===== src/pes_buf.sv =====
// Shared constants and types for the element status responder, and the
// two-entry output buffer that decouples the response stream from the host.
// Assumes a single clock domain with a synchronous active-high reset.
`default_nettype none

package pes_pkg;
    localparam int          N_ELEM       = 8;
    localparam int          IDX_W        = 3;
    localparam logic [7:0]  OPC_QUERY    = 8'h9E;
    localparam logic [4:0]  SA_QUERY     = 5'h17;
    localparam logic [1:0]  FILT_ALL     = 2'b00;
    localparam logic [1:0]  FILT_ATTN    = 2'b01;
    localparam logic [3:0]  RPT_ALL      = 4'h0;
    localparam logic [3:0]  RPT_STORAGE  = 4'h1;
    localparam logic [7:0]  TYPE_STORAGE = 8'h01;
    localparam logic [7:0]  HLTH_OUT_LO  = 8'h65;
    localparam logic [7:0]  HLTH_OUT_HI  = 8'hCF;
    localparam logic [7:0]  HLTH_DEP_ERR = 8'hFD;
    localparam logic [7:0]  HLTH_DEP_RUN = 8'hFE;
    localparam logic [7:0]  HLTH_DEP_OK  = 8'hFF;
    localparam logic [31:0] HDR_BYTES    = 32'h0000_0020;
    localparam logic [31:0] DESC_BYTES   = 32'h0000_0020;
    localparam int          DESC_SHIFT   = 5;
    localparam logic [3:0]  SK_ILLEGAL   = 4'h5;
    localparam logic [7:0]  ASC_BAD_OPC  = 8'h20;
    localparam logic [7:0]  ASC_BAD_CDB  = 8'h24;

    typedef enum logic [2:0] {
        PES_IDLE = 3'b001,
        PES_SEND = 3'b010,
        PES_DONE = 3'b100
    } pes_state_t;

    typedef struct packed {
        logic [31:0] id;
        logic [7:0]  etype;
        logic [7:0]  health;
        logic [63:0] capacity;
        logic        restore_ok;
    } pes_elem_t;

    typedef struct packed {
        logic [7:0] data;
        logic       last;
    } pes_beat_t;

    typedef struct packed {
        logic [3:0]  sense_key;
        logic [7:0]  asc;
        logic        check;
    } pes_status_t;
endpackage : pes_pkg

module pes_buf (
    // Clock and reset
    input  wire logic             ref_clk,
    input  wire logic             rst,
    // Filling side
    input  wire logic             in_valid,
    output logic                  in_ready,
    input  wire pes_pkg::pes_beat_t in_beat,
    // Draining side
    output logic                  out_valid,
    input  wire logic             out_ready,
    output pes_pkg::pes_beat_t    out_beat
);
    typedef struct packed {
        pes_pkg::pes_beat_t [1:0] mem;
        logic                     wp;
        logic                     rp;
        logic [1:0]               cnt;
    } pes_buf_t;

    pes_buf_t s_r;
    pes_buf_t s_nxt;
    logic     push;
    logic     pop;

    assign in_ready  = (s_r.cnt != 2'd2);
    assign out_valid = (s_r.cnt != 2'd0);
    assign out_beat  = s_r.mem[s_r.rp];
    assign push      = in_valid && in_ready;
    assign pop       = out_valid && out_ready;

    always_comb
    begin
        s_nxt = s_r;
        if (push)
        begin
            s_nxt.mem[s_r.wp] = in_beat;
            s_nxt.wp          = ~s_r.wp;
        end
        if (pop)
        begin
            s_nxt.rp = ~s_r.rp;
        end
        // Simultaneous push and pop leaves the fill level unchanged
        if (push && !pop)
        begin
            s_nxt.cnt = s_r.cnt + 2'd1;
        end
        else if (pop && !push)
        begin
            s_nxt.cnt = s_r.cnt - 2'd1;
        end
    end

    always_ff @(posedge ref_clk)
    begin
        if (rst)
        begin
            s_r <= '0;
        end
        else
        begin
            s_r <= s_nxt;
        end
    end
endmodule : pes_buf

`default_nettype wire


===== src/pes_responder.sv =====
// Physical element status query handler: decodes a 16-byte command block,
// then streams the 32-byte header and the matching element descriptors, cut to the allocation length.
// Assumes the element table is written by local firmware logic on ref_clk
// and that the transport takes the byte stream with valid/ready.
`default_nettype none

module pes_responder (
    // Clock and reset
    input  wire logic                  ref_clk,
    input  wire logic                  rst,
    // Element table write port
    input  wire logic                  tab_we,
    input  wire logic [2:0]            tab_idx,
    input  wire pes_pkg::pes_elem_t    tab_elem,
    // Command block in
    input  wire logic                  cmd_valid,
    output logic                       cmd_ready,
    input  wire logic [127:0]          cmd_cdb,
    // Response byte stream out
    output logic                       rsp_valid,
    input  wire logic                  rsp_ready,
    output pes_pkg::pes_beat_t         rsp_beat,
    // Completion
    output logic                       done,
    output pes_pkg::pes_status_t       status
);
    typedef struct packed {
        pes_pkg::pes_state_t                    state;
        logic [31:0]                            start;
        logic [1:0]                             filt;
        logic [3:0]                             rpt;
        logic [31:0]                            len;
        logic [31:0]                            cnt;
        logic [31:0]                            thr;
        logic [31:0]                            total;
        logic [31:0]                            ret;
        logic [31:0]                            depop;
        // Set once the reply has been sized for the current command
        logic                                   sized;
        logic                                   done;
        pes_pkg::pes_status_t                   stat;
        pes_pkg::pes_elem_t [pes_pkg::N_ELEM-1:0] tab;
    } pes_core_t;

    pes_core_t                 s_r;
    pes_core_t                 s_nxt;
    logic [pes_pkg::N_ELEM-1:0] pass;
    logic                      buf_ready;
    logic                      push;
    pes_pkg::pes_beat_t        beat;

    // Live command fields
    logic [7:0]  c_opc;
    logic [4:0]  c_sa;
    logic [31:0] c_start;
    logic [31:0] c_alloc;
    logic [1:0]  c_filt;
    logic [1:0]  c_resv;
    logic [3:0]  c_rpt;

    assign c_opc   = cmd_cdb[127:120];
    assign c_sa    = cmd_cdb[116:112];
    assign c_start = cmd_cdb[79:48];
    assign c_alloc = cmd_cdb[47:16];
    assign c_filt  = cmd_cdb[15:14];
    assign c_resv  = cmd_cdb[13:12];
    assign c_rpt   = cmd_cdb[11:8];

    // Per-entry pass test against the latched report type and filter
    genvar g;
    generate
        for (g = 0; g < pes_pkg::N_ELEM; g++)
        begin : g_pass
            pes_pkg::pes_elem_t e;
            logic               type_ok;
            logic               hlth_ok;
            assign e       = s_r.tab[g];
            assign type_ok = (s_r.rpt == pes_pkg::RPT_ALL) ||
                             (e.etype == pes_pkg::TYPE_STORAGE);
            assign hlth_ok = (s_r.filt == pes_pkg::FILT_ALL) ||
                             ((e.health >= pes_pkg::HLTH_OUT_LO) &&
                              (e.health <= pes_pkg::HLTH_OUT_HI)) ||
                             (e.health >= pes_pkg::HLTH_DEP_ERR);
            // Identifier zero marks an unused slot
            assign pass[g] = (e.id != 32'h0000_0000) && type_ok && hlth_ok;
        end
    endgenerate

    // Smallest passing identifier at or above the cursor; the cursor only
    // moves after a descriptor's last byte, so the pick is stable meanwhile
    logic                    sel_found;
    logic [pes_pkg::IDX_W-1:0] sel_idx;
    always_comb
    begin
        sel_found = 1'b0;
        sel_idx   = '0;
        for (int i = 0; i < pes_pkg::N_ELEM; i++)
        begin
            if (pass[i] && (s_r.tab[i].id >= s_r.thr) &&
                (!sel_found || (s_r.tab[i].id < s_r.tab[sel_idx].id)))
            begin
                sel_found = 1'b1;
                sel_idx   = i[pes_pkg::IDX_W-1:0];
            end
        end
    end

    // Header and current descriptor images, byte 0 in the top lane
    logic [255:0] hdr_img;
    logic [255:0] dsc_img;
    pes_pkg::pes_elem_t cur;
    logic [31:0]  off;
    logic [4:0]   lane;
    assign cur     = s_r.tab[sel_idx];
    assign hdr_img = {s_r.total, s_r.ret, s_r.depop, 160'h0};
    assign dsc_img = {32'h0000_0000, cur.id, 47'h0, cur.restore_ok,
                      cur.etype, cur.health, cur.capacity, 64'h0};
    assign off     = s_r.cnt - pes_pkg::HDR_BYTES;
    assign lane    = (s_r.cnt < pes_pkg::HDR_BYTES) ? s_r.cnt[4:0] : off[4:0];

    always_comb
    begin
        beat.last = (s_r.cnt == s_r.len - 32'h0000_0001);
        if (s_r.cnt < pes_pkg::HDR_BYTES)
        begin
            beat.data = hdr_img[8'(255 - 8 * lane) -: 8];
        end
        else
        begin
            beat.data = dsc_img[8'(255 - 8 * lane) -: 8];
        end
    end

    assign push = (s_r.state == pes_pkg::PES_SEND) && buf_ready;

    // Counts over the whole table for a freshly latched command
    logic [31:0] n_total;
    logic [31:0] n_depop;
    logic [31:0] n_full;
    logic [31:0] n_fit;
    always_comb
    begin
        n_total = 32'h0000_0000;
        n_depop = 32'h0000_0000;
        for (int i = 0; i < pes_pkg::N_ELEM; i++)
        begin
            if (pass[i] && (s_r.tab[i].id >= s_r.start))
            begin
                n_total = n_total + 32'h0000_0001;
            end
            if ((s_r.tab[i].health == pes_pkg::HLTH_DEP_RUN) &&
                (n_depop == 32'h0000_0000))
            begin
                n_depop = s_r.tab[i].id;
            end
        end
        n_full = pes_pkg::HDR_BYTES + (n_total << pes_pkg::DESC_SHIFT);
        if (s_r.len < pes_pkg::HDR_BYTES)
        begin
            n_fit = 32'h0000_0000;
        end
        else
        begin
            n_fit = (s_r.len - pes_pkg::HDR_BYTES) >> pes_pkg::DESC_SHIFT;
        end
    end

    always_comb
    begin
        s_nxt      = s_r;
        s_nxt.done = 1'b0;
        if (tab_we)
        begin
            s_nxt.tab[tab_idx] = tab_elem;
        end
        case (s_r.state)
            pes_pkg::PES_IDLE:
            begin
                if (cmd_valid)
                begin
                    s_nxt.stat = '0;
                    s_nxt.start = c_start;
                    s_nxt.thr   = c_start;
                    s_nxt.filt  = c_filt;
                    s_nxt.rpt   = c_rpt;
                    s_nxt.len   = c_alloc;
                    s_nxt.cnt   = 32'h0000_0000;
                    s_nxt.sized = 1'b0;
                    if ((c_opc != pes_pkg::OPC_QUERY) || (c_sa != pes_pkg::SA_QUERY))
                    begin
                        s_nxt.stat.check     = 1'b1;
                        s_nxt.stat.sense_key = pes_pkg::SK_ILLEGAL;
                        s_nxt.stat.asc       = pes_pkg::ASC_BAD_OPC;
                        s_nxt.state          = pes_pkg::PES_DONE;
                    end
                    else if ((c_filt > pes_pkg::FILT_ATTN) || (c_resv != 2'b00) ||
                             (c_rpt > pes_pkg::RPT_STORAGE))
                    begin
                        s_nxt.stat.check     = 1'b1;
                        s_nxt.stat.sense_key = pes_pkg::SK_ILLEGAL;
                        s_nxt.stat.asc       = pes_pkg::ASC_BAD_CDB;
                        s_nxt.state          = pes_pkg::PES_DONE;
                    end
                    else
                    begin
                        s_nxt.state = pes_pkg::PES_SEND;
                    end
                end
            end
            pes_pkg::PES_SEND:
            begin
                if (!s_r.sized)
                begin
                    // One cycle to size the reply; counts use the table as it stands, tab_we writes still land
                    s_nxt.sized = 1'b1;
                    s_nxt.total = n_total;
                    s_nxt.depop = n_depop;
                    s_nxt.ret   = (n_fit < n_total) ? n_fit : n_total;
                    s_nxt.len   = (s_r.len < n_full) ? s_r.len : n_full;
                    if ((s_r.len == 32'h0000_0000))
                    begin
                        s_nxt.state = pes_pkg::PES_DONE;
                    end
                end
                else if (push)
                begin
                    s_nxt.cnt = s_r.cnt + 32'h0000_0001;
                    if ((s_r.cnt >= pes_pkg::HDR_BYTES) && (lane == 5'd31))
                    begin
                        s_nxt.thr = cur.id + 32'h0000_0001;
                    end
                    if (beat.last)
                    begin
                        s_nxt.state = pes_pkg::PES_DONE;
                    end
                end
            end
            pes_pkg::PES_DONE:
            begin
                s_nxt.done  = 1'b1;
                s_nxt.state = pes_pkg::PES_IDLE;
            end
            default:
            begin
                s_nxt.state = pes_pkg::PES_IDLE;
            end
        endcase
    end

    always_ff @(posedge ref_clk)
    begin
        if (rst)
        begin
            s_r       <= '0;
            s_r.state <= pes_pkg::PES_IDLE;
        end
        else
        begin
            s_r <= s_nxt;
        end
    end

    // Sizing cycle must not emit; the buffer sees pushes only once sized
    logic buf_in_valid;
    logic buf_ready_raw;
    assign buf_in_valid = push && s_r.sized;
    assign buf_ready    = buf_ready_raw && s_r.sized;

    pes_buf u_buf (
        .ref_clk   (ref_clk),
        .rst       (rst),
        .in_valid  (buf_in_valid),
        .in_ready  (buf_ready_raw),
        .in_beat   (beat),
        .out_valid (rsp_valid),
        .out_ready (rsp_ready),
        .out_beat  (rsp_beat)
    );

    assign cmd_ready = (s_r.state == pes_pkg::PES_IDLE);
    assign done      = s_r.done;
    assign status    = s_r.stat;
endmodule : pes_responder

`default_nettype wire


===== config.mk =====
export PLATFORM = sky130hd
export DESIGN_NAME = pes_responder
export DESIGN_NICKNAME = d
export VERILOG_FILES = /design/src/pes_buf.sv /design/src/pes_responder.sv
export SDC_FILE = /design/constraint.sdc
export NUM_CORES = 2
export LEC_CHECK = 0
export BUFFER_PORTS_ARGS = -buffer_cell sky130_fd_sc_hd__buf_2
export CAP_MARGIN = 20
export CORE_ASPECT_RATIO = 0.8
export CORE_MARGIN = 2
export CORE_UTILIZATION = 25
export DETAILED_ROUTE_END_ITERATION = 7
export PLACE_DENSITY_LB_ADDON = 0.25
export RECOVER_POWER = 100
export REMOVE_ABC_BUFFERS = 1
export SKIP_CTS_REPAIR_TIMING = 1
export SLEW_MARGIN = 20
export SYNTH_ARGS = -nofsm -noshare
export SYNTH_HDL_FRONTEND = slang
export SYNTH_SLANG_ARGS = --single-unit

===== constraint.sdc =====
create_clock -name ref_clk -period 52.9 [get_ports ref_clk]
set_input_delay 7.935 -clock ref_clk [delete_from_list [all_inputs] [get_ports ref_clk]]
set_output_delay 7.935 -clock ref_clk [all_outputs]
set_load 0.01 [all_outputs]

Word level (Yosys, flattened, before mapping)
Cells that the tools add are included.
{ "word_totals": {"in_bits": 249, "ramBits": 0, "reg_bits": 1174, "output_inout_bits": 25, "wordCells": 395, "mem_bits_ro": 0, "n_memories": 0, "latch_bits": 0} }
{ "op_classes": {"n_mux": 77, "n_bitwise": 3, "reduce_logical": 136, "div": 0, "n_addsub": 16, "eq_ne": 33, "mul": 0, "shift": 2, "magnitude_cmp": 66} }
{ "ops": {"columns": ["operator", "count"], "rows": [
  ["$bmux 113 s3", 7],
  ["$bwmux 904", 1],
  ["$mux 113", 8],
  ["$mux 32", 19],
  ["$shiftx 263x9->8", 2],
  ["$ge 32x32->1", 16],
  ["$demux 113 s3", 1],
  ["$add 32x1->32 const B", 9],
  ["$lt 32x32->1", 9],
  ["$logic_not 32->1", 8],
  ["$reduce_bool 32->1", 8],
  ["$pmux 96 s2", 1],
  ["$mux 137", 1],
  ["$mux 64", 2],
  ["$eq 8x1->1 const B", 8],
  ["$eq 8x8->1 const B", 8],
  ["$ge 8x7->1 const B", 8],
  ["$ge 8x8->1 const B", 8],
  ["$le 8x8->1 const B", 8],
  ["$logic_and 1x1->1", 64],
  ["$lt 32x6->1 const B", 2],
  ["$logic_or 1x1->1", 34],
  ["$add 6x32->32 const A", 1],
  ["$eq 32x32->1", 1],
  ["other kinds (44)", 99]
]} }

Logic depth before layout (Yosys ltp)
{ "logic_depth": {"word_depth": 54, "depth_mapped": 123, "ltp_nobuf": 100} }

Modules after synthesis
Synthesis repeated with hierarchy kept, for this count alone.
{ "unflattened": {"hier_cells": 10470, "area_unflattened_um2": 76778.6} }
{ "modules_own_cells": {"columns": ["module", "cells_per_inst", "seq_area_each_um2", "area_each_um2", "n_inst"], "rows": [
  ["pes_responder", 10356, 22261.4, 75702.6, 1],
  ["pes_buf", 114, 440.4, 1076.0, 1]
]} }

Worst setup path after synthesis
Ideal clock, no wire load.
{ "synth_timing": {"path_type": "register -> register", "start": "reg s_r, in the netlist g_pass[0].e[81]", "end": "reg s_r[1037] (netlist name)", "t_arrival_ps": 23600, "synth_period_minus_slack_ps": 23686, "stages_incl_launch_ff": 117, "path_buffers": 22, "path_slack_ps": 29214, "setup_time_ps": 86, "required_ps": 52814, "cell_sequence": "dfxtp_1 clkinv_1 ha_1 nand2b_1 a2111oi_0 or4_1 a31oi_1 o21ba_2 a21oi_2 clkbuf_1 clkbuf_1 a21oi_1 ha_1 and3_1 nand3_1 or2_0 or3_1 or2_2 [81 not listed] nor3_1 a211oi_1 o21a_1 and2_1 clkbuf_1 o31a_1 buf_2 a211oi_4 buf_4 buf_4 a31oi_1 o221ai_1 a21oi_2 nand4_2 nor4_2 mux2i_1 a211oi_1 a211oi_1"} }
{ "synth_between": {"elab_chain_len": 52, "elab_cells_between_ends": 66, "classes_between": "add/sub: 1; order compare: 8; mux: 32; reduce/logical: 25"} }
{ "synth_lines": {"columns": ["item", "line", "rtl"], "rows": [
  ["from (decl)", "pes_responder.sv:45", "pes_core_t s_r;"],
  ["from (signal assigned)", "pes_responder.sv:259", "s_r <= s_nxt;"],
  ["branches (longest 45 deep; another with $ge 32x32->1)", null, null],
  ["$bmux 113 s3 (*)", "pes_responder.sv:114", "assign cur = s_r.tab[sel_idx];"],
  ["$mux 113 (implied by the code) (*)", "pes_responder.sv:114", null],
  ["$add 32x1->32 (*)", "pes_responder.sv:230", "s_nxt.thr = cur.id + 32'h0000_0001;"],
  ["$mux 32 (*)", "pes_responder.sv:228", "if ((s_r.cnt >= pes_pkg::HDR_BYTES) && (lane == 5'd31))"],
  ["$mux 64 (*)", "pes_responder.sv:225", "else if (push)"],
  ["$mux 64 (*)", "pes_responder.sv:212", "if (!s_r.sized)"],
  ["$pmux 96 s2 (*)", "pes_responder.sv:176", "case (s_r.state)"]
]} }
Mark *: on every way between the ends. The select of a mux whose other input is x is not followed.
A chain may end at the register's enable or synchronous reset.

Final worst setup path
{ "layout_timing": {"start": "reg s_r[1038] (netlist name)", "end": "reg u_buf.s_r[20] (netlist name)"} }
{ "layout_between": {"elab_chain_len": 48, "elab_cells_between_ends": 74, "classes_between": "order compare: 14; shift: 1; mux: 30; reduce/logical: 29"} }
{ "layout_lines": {"columns": ["item", "line", "rtl"], "rows": [
  ["$ge 32x32->1", "pes_responder.sv:99", "if (pass[i] && (s_r.tab[i].id >= s_r.thr) &&"],
  ["$logic_and 1x1->1", "pes_responder.sv:99", null],
  ["$mux 1", "pes_responder.sv:99", null],
  ["$logic_not 1->1", "pes_responder.sv:100", "(!sel_found || (s_r.tab[i].id < s_r.tab[sel_idx].id)))"],
  ["$logic_or 1x1->1", "pes_responder.sv:100", null],
  ["$logic_and 1x1->1", "pes_responder.sv:99", null],
  ["$mux 1", "pes_responder.sv:99", null],
  ["$bmux 113 s3", "pes_responder.sv:100", null],
  ["[32 not listed]", null, null],
  ["$logic_or 1x1->1", "pes_responder.sv:100", null],
  ["$logic_and 1x1->1", "pes_responder.sv:99", null],
  ["$mux 3 (*)", "pes_responder.sv:99", null],
  ["$bmux 113 s3 (*)", "pes_responder.sv:114", null],
  ["$mux 113 (implied by the code) (*)", "pes_responder.sv:114", null],
  ["$shiftx 263x9->8 (*)", "pes_responder.sv:130", "beat.data = dsc_img[8'(255 - 8 * lane) -: 8];"],
  ["$mux 8 (*)", "pes_responder.sv:124", "if (s_r.cnt < pes_pkg::HDR_BYTES)"],
  ["$bwmux 18 (*)", "pes_buf.sv:90", "s_nxt.mem[s_r.wp] = in_beat;"],
  ["to (signal assigned)", "pes_buf.sv:116", "s_r <= s_nxt;"],
  ["to (decl)", "pes_buf.sv:74", "pes_buf_t s_r;"]
]} }
Mark *: on every way between the ends. The rest lies on a longest branch, timed or not. The select of a mux whose other input is x is not followed.

==> flow_metrics.env <==
export IMPL_nFillCells=33000
export IMPL_area_delta_synth_final_pct=13.1
export IMPL_num_vias=80300
export IMPL_avgSynthCellArea_um2=7.43
export IMPL_drive_gt1_share_pct=8.83
export IMPL_synth_seq_cells=1134
export IMPL_min_period_ns=44.95
export IMPL_grt_antenna_before_repair=71
export IMPL_fin_crit_sh_pct=85.0
export IMPL_cts_max_level=4
export IMPL_cp_start_kind="flip-flop"
export IMPL_rr_startpoint="s_r[1038]"
export IMPL_crit_type="reg2reg"
export IMPL_skew_ns=0.0766
export IMPL_synth_most_common_cell="nand2_1"
export IMPL_multiInputGateArea_um2=49000
export IMPL_required_ns=53.40
export IMPL_cts_buffer_depth=4
export IMPL_setup_ws_ns=7.95
export IMPL_maxCapViolations=25
export IMPL_yosys_top_cells_area="dfxtp_1 (30%), nand2_1 (13%), ha_1 (13%)"
export IMPL_p_total_w=0.00301
export IMPL_grt_pass1_vias=72600
export IMPL_relSlewSlack_pct=-471
export IMPL_ys_types=122
export IMPL_ys_flop_type="dfxtp_1"
export IMPL_post_place_ws_ns=18.79
export IMPL_finalNonFillerCells=14200
export IMPL_numCtsBuffers=141
export IMPL_io_buffer_count=222
export IMPL_core_rowCount=180
export IMPL_drc=6
export IMPL_die_area_um2=307000
export IMPL_fp_dieH_um=496
export IMPL_gp_congestion=1.06
export IMPL_slowest_stage="clkbuf_1"
export IMPL_rsz0062_at_grt="no"
export IMPL_synth_top_cell_by_area="dfxtp_1"
export IMPL_power_per_cell_area_nw_per_um2=35.1
export IMPL_clock_latency_ns=0.86
export IMPL_cp_end_kind="flip-flop"
export IMPL_synth_edf_count=0
export IMPL_nets=11100
export IMPL_vdd_drop_max_mv=0.0307
export IMPL_core_area_um2=301000
export IMPL_setup_tns_ns=0
export IMPL_setup_viol=0
export IMPL_cts_tree="built"
export IMPL_hold_path_class="reg2reg"
export IMPL_hpwlAfterDp_um=305000
export IMPL_grt_use_total_pct=27.0
export IMPL_violations="DRC, capacitance limit, slew limit"
export IMPL_yosys_warnings=0
export IMPL_regArea_um2=22700
export IMPL_drt_pass1_iter_count=8
export IMPL_fp_dieW_um=619
export IMPL_grt_pass1_wl_um=594000
export IMPL_via_per_inst=5.64
export IMPL_crit_path_max_incr_delay_ns=2.38
export IMPL_dp_cells=14000
export IMPL_slew_viol_final=1493
export IMPL_p_leak_nw=32.4
export IMPL_async_flop_share_pct=0
export IMPL_seq_area_frac_synth_pct=30.0
export IMPL_wirelength_um=431000
export IMPL_outcome="finished, violations left"
export IMPL_start_util_pct=25.2
export IMPL_max_freq_mhz=22.2
export IMPL_yosys_top_cells_count="nand2_1 (2560), a21oi_1 (1493), dfxtp_1 (1134)"
export IMPL_path_clk_slew_ns=0.07
export IMPL_ctsRootBufferMaster="clkbuf_16"
export IMPL_cp_max_fo=68
export IMPL_hold_start="g_pass[7].e[36]"
export IMPL_clkSinkCount=1134
export IMPL_grt_max_degree=175
export IMPL_startpoint="s_r[1038]"
export IMPL_routedWlPerCell_um=30.3
export IMPL_overflow=0
export IMPL_ant_nets=0
export IMPL_ios=274
export IMPL_hold_violations=0
export IMPL_syn_area_um2=75700
export IMPL_worstMarginPinSlew_ns=8.57
export IMPL_drt_initial_drc_count=10900
export IMPL_cp_arrival_ns=45.45
export IMPL_synth_top_area_share_pct=30.0
export IMPL_postSynthCellCount=10200
[cell usage in the layout, fill, tap and decap left out, drive strengths merged, types with 21 or more instances in the layout]
cell type / Yosys / routed
a221oi: 120 / 120
nor2: 538 / 538
nor3: 130 / 130
a311oi: 59 / 59
mux2i: 113 / 113
a2111oi: 36 / 36
a21o: 220 / 220
a31oi: 76 / 76
buf: 263 / 511
o31ai: 21 / 21
o22ai: 74 / 74
or3: 27 / 27
o221ai: 35 / 35
o21a: 39 / 39
inv: 178 / 186
and3: 46 / 46
nand3: 223 / 223
ha: 759 / 759
clkbuf: 525 / 243
a21oi: 1497 / 1497
a211oi: 133 / 133
and2: 38 / 38
dfxtp: 1134 / 1134
o21ai: 345 / 345
diode: 0 / 22
nor4: 117 / 117
nand2b: 60 / 60
xor2: 51 / 51
xnor2: 65 / 65
a22oi: 52 / 52
a221o: 39 / 39
o211ai: 66 / 66
nand2: 2560 / 2560
nor2b: 56 / 56
mux2: 28 / 28
nand4: 136 / 136
or4: 28 / 28
[power breakdown]
part           switching [W]  internal [W]
Sequential         0.0000257      0.000876
Clock               0.000417      0.000581
Combinational       0.000810      0.000300
Total                0.00125       0.00176
[layout make-up]
class,instances,share of cell area (%)
tap,4004,5.85
multi-input combinational,8102,57.2
sequential,1134,26.5
clock buffer,202,4.87
inverter,181,0.793
antenna,22,0.0643
timing repair buffer,552,4.22
clock inverter,32,0.450
[metal layers]
metal	GRT usage, %	vias up	routed length [µm]
met1	38.5	38900	192000
met5	0	-	250
met3	7.44	844	47700
met4	10.8	40	19500
li1	-	36200	-
met2	37.8	4318	171000
[critical path: cells and delay by family (launching register included)]
family	cells	cell delay [ns]
mux	1	0.30
compound gates	52	19.53
buf+inv	12	10.18
fa+ha+maj	7	2.35
flops	1	0.53
simple gates	24	10.97
[per-stage QoR]
stage | utilization, % | hold WS, ns | cell area, µm²
final | 28.5 | 0.452 | 85600
after global routing | 28.5 | 0.466 | 85600
after CTS | 28.5 | 0.453 | 85800
after detailed placement | 27.0 | 0.438 | 81200
after global placement | 27.0 | 0.440 | 81200
after floorplan | - | 0.424 | 72100
[state kept, by name, indices dropped and copies added (netlist names)]
register,cells
done,1
hdr_img,67
s_r,138
g_pass.e,904
status,2
u_buf.s_r,22
[cells by family (layout without fill, tap and decap cells)]
| logic type | after synthesis | after routing | share of synthesized area [%] |
|---|---|---|---|
| multiplexers | 155 | 155 | 2.33 |
| flip-flops | 1134 | 1134 | 30.0 |
| other | 2 | 36 | 0.00992 |
| AND/OR/NAND/NOR | 4032 | 4032 | 23.0 |
| buffers and inverters | 969 | 967 | 5.68 |
| AO/OA/AOI/OAI | 3024 | 3024 | 25.0 |
| adder cells (fa/ha/maj) | 759 | 759 | 12.5 |
| XOR/XNOR | 118 | 118 | 1.40 |
[final timing paths]
kind	end	slack (ns)	depth (start not counted)
setup / recovery	u_buf.s_r[20]	7.95	96
hold / removal	g_pass[7].e[36]	0.45	2
setup reg to reg	u_buf.s_r[20]	7.95	96
hold reg to reg	g_pass[7].e[36]	0.45	2
(Power assumes the default switching activity.)
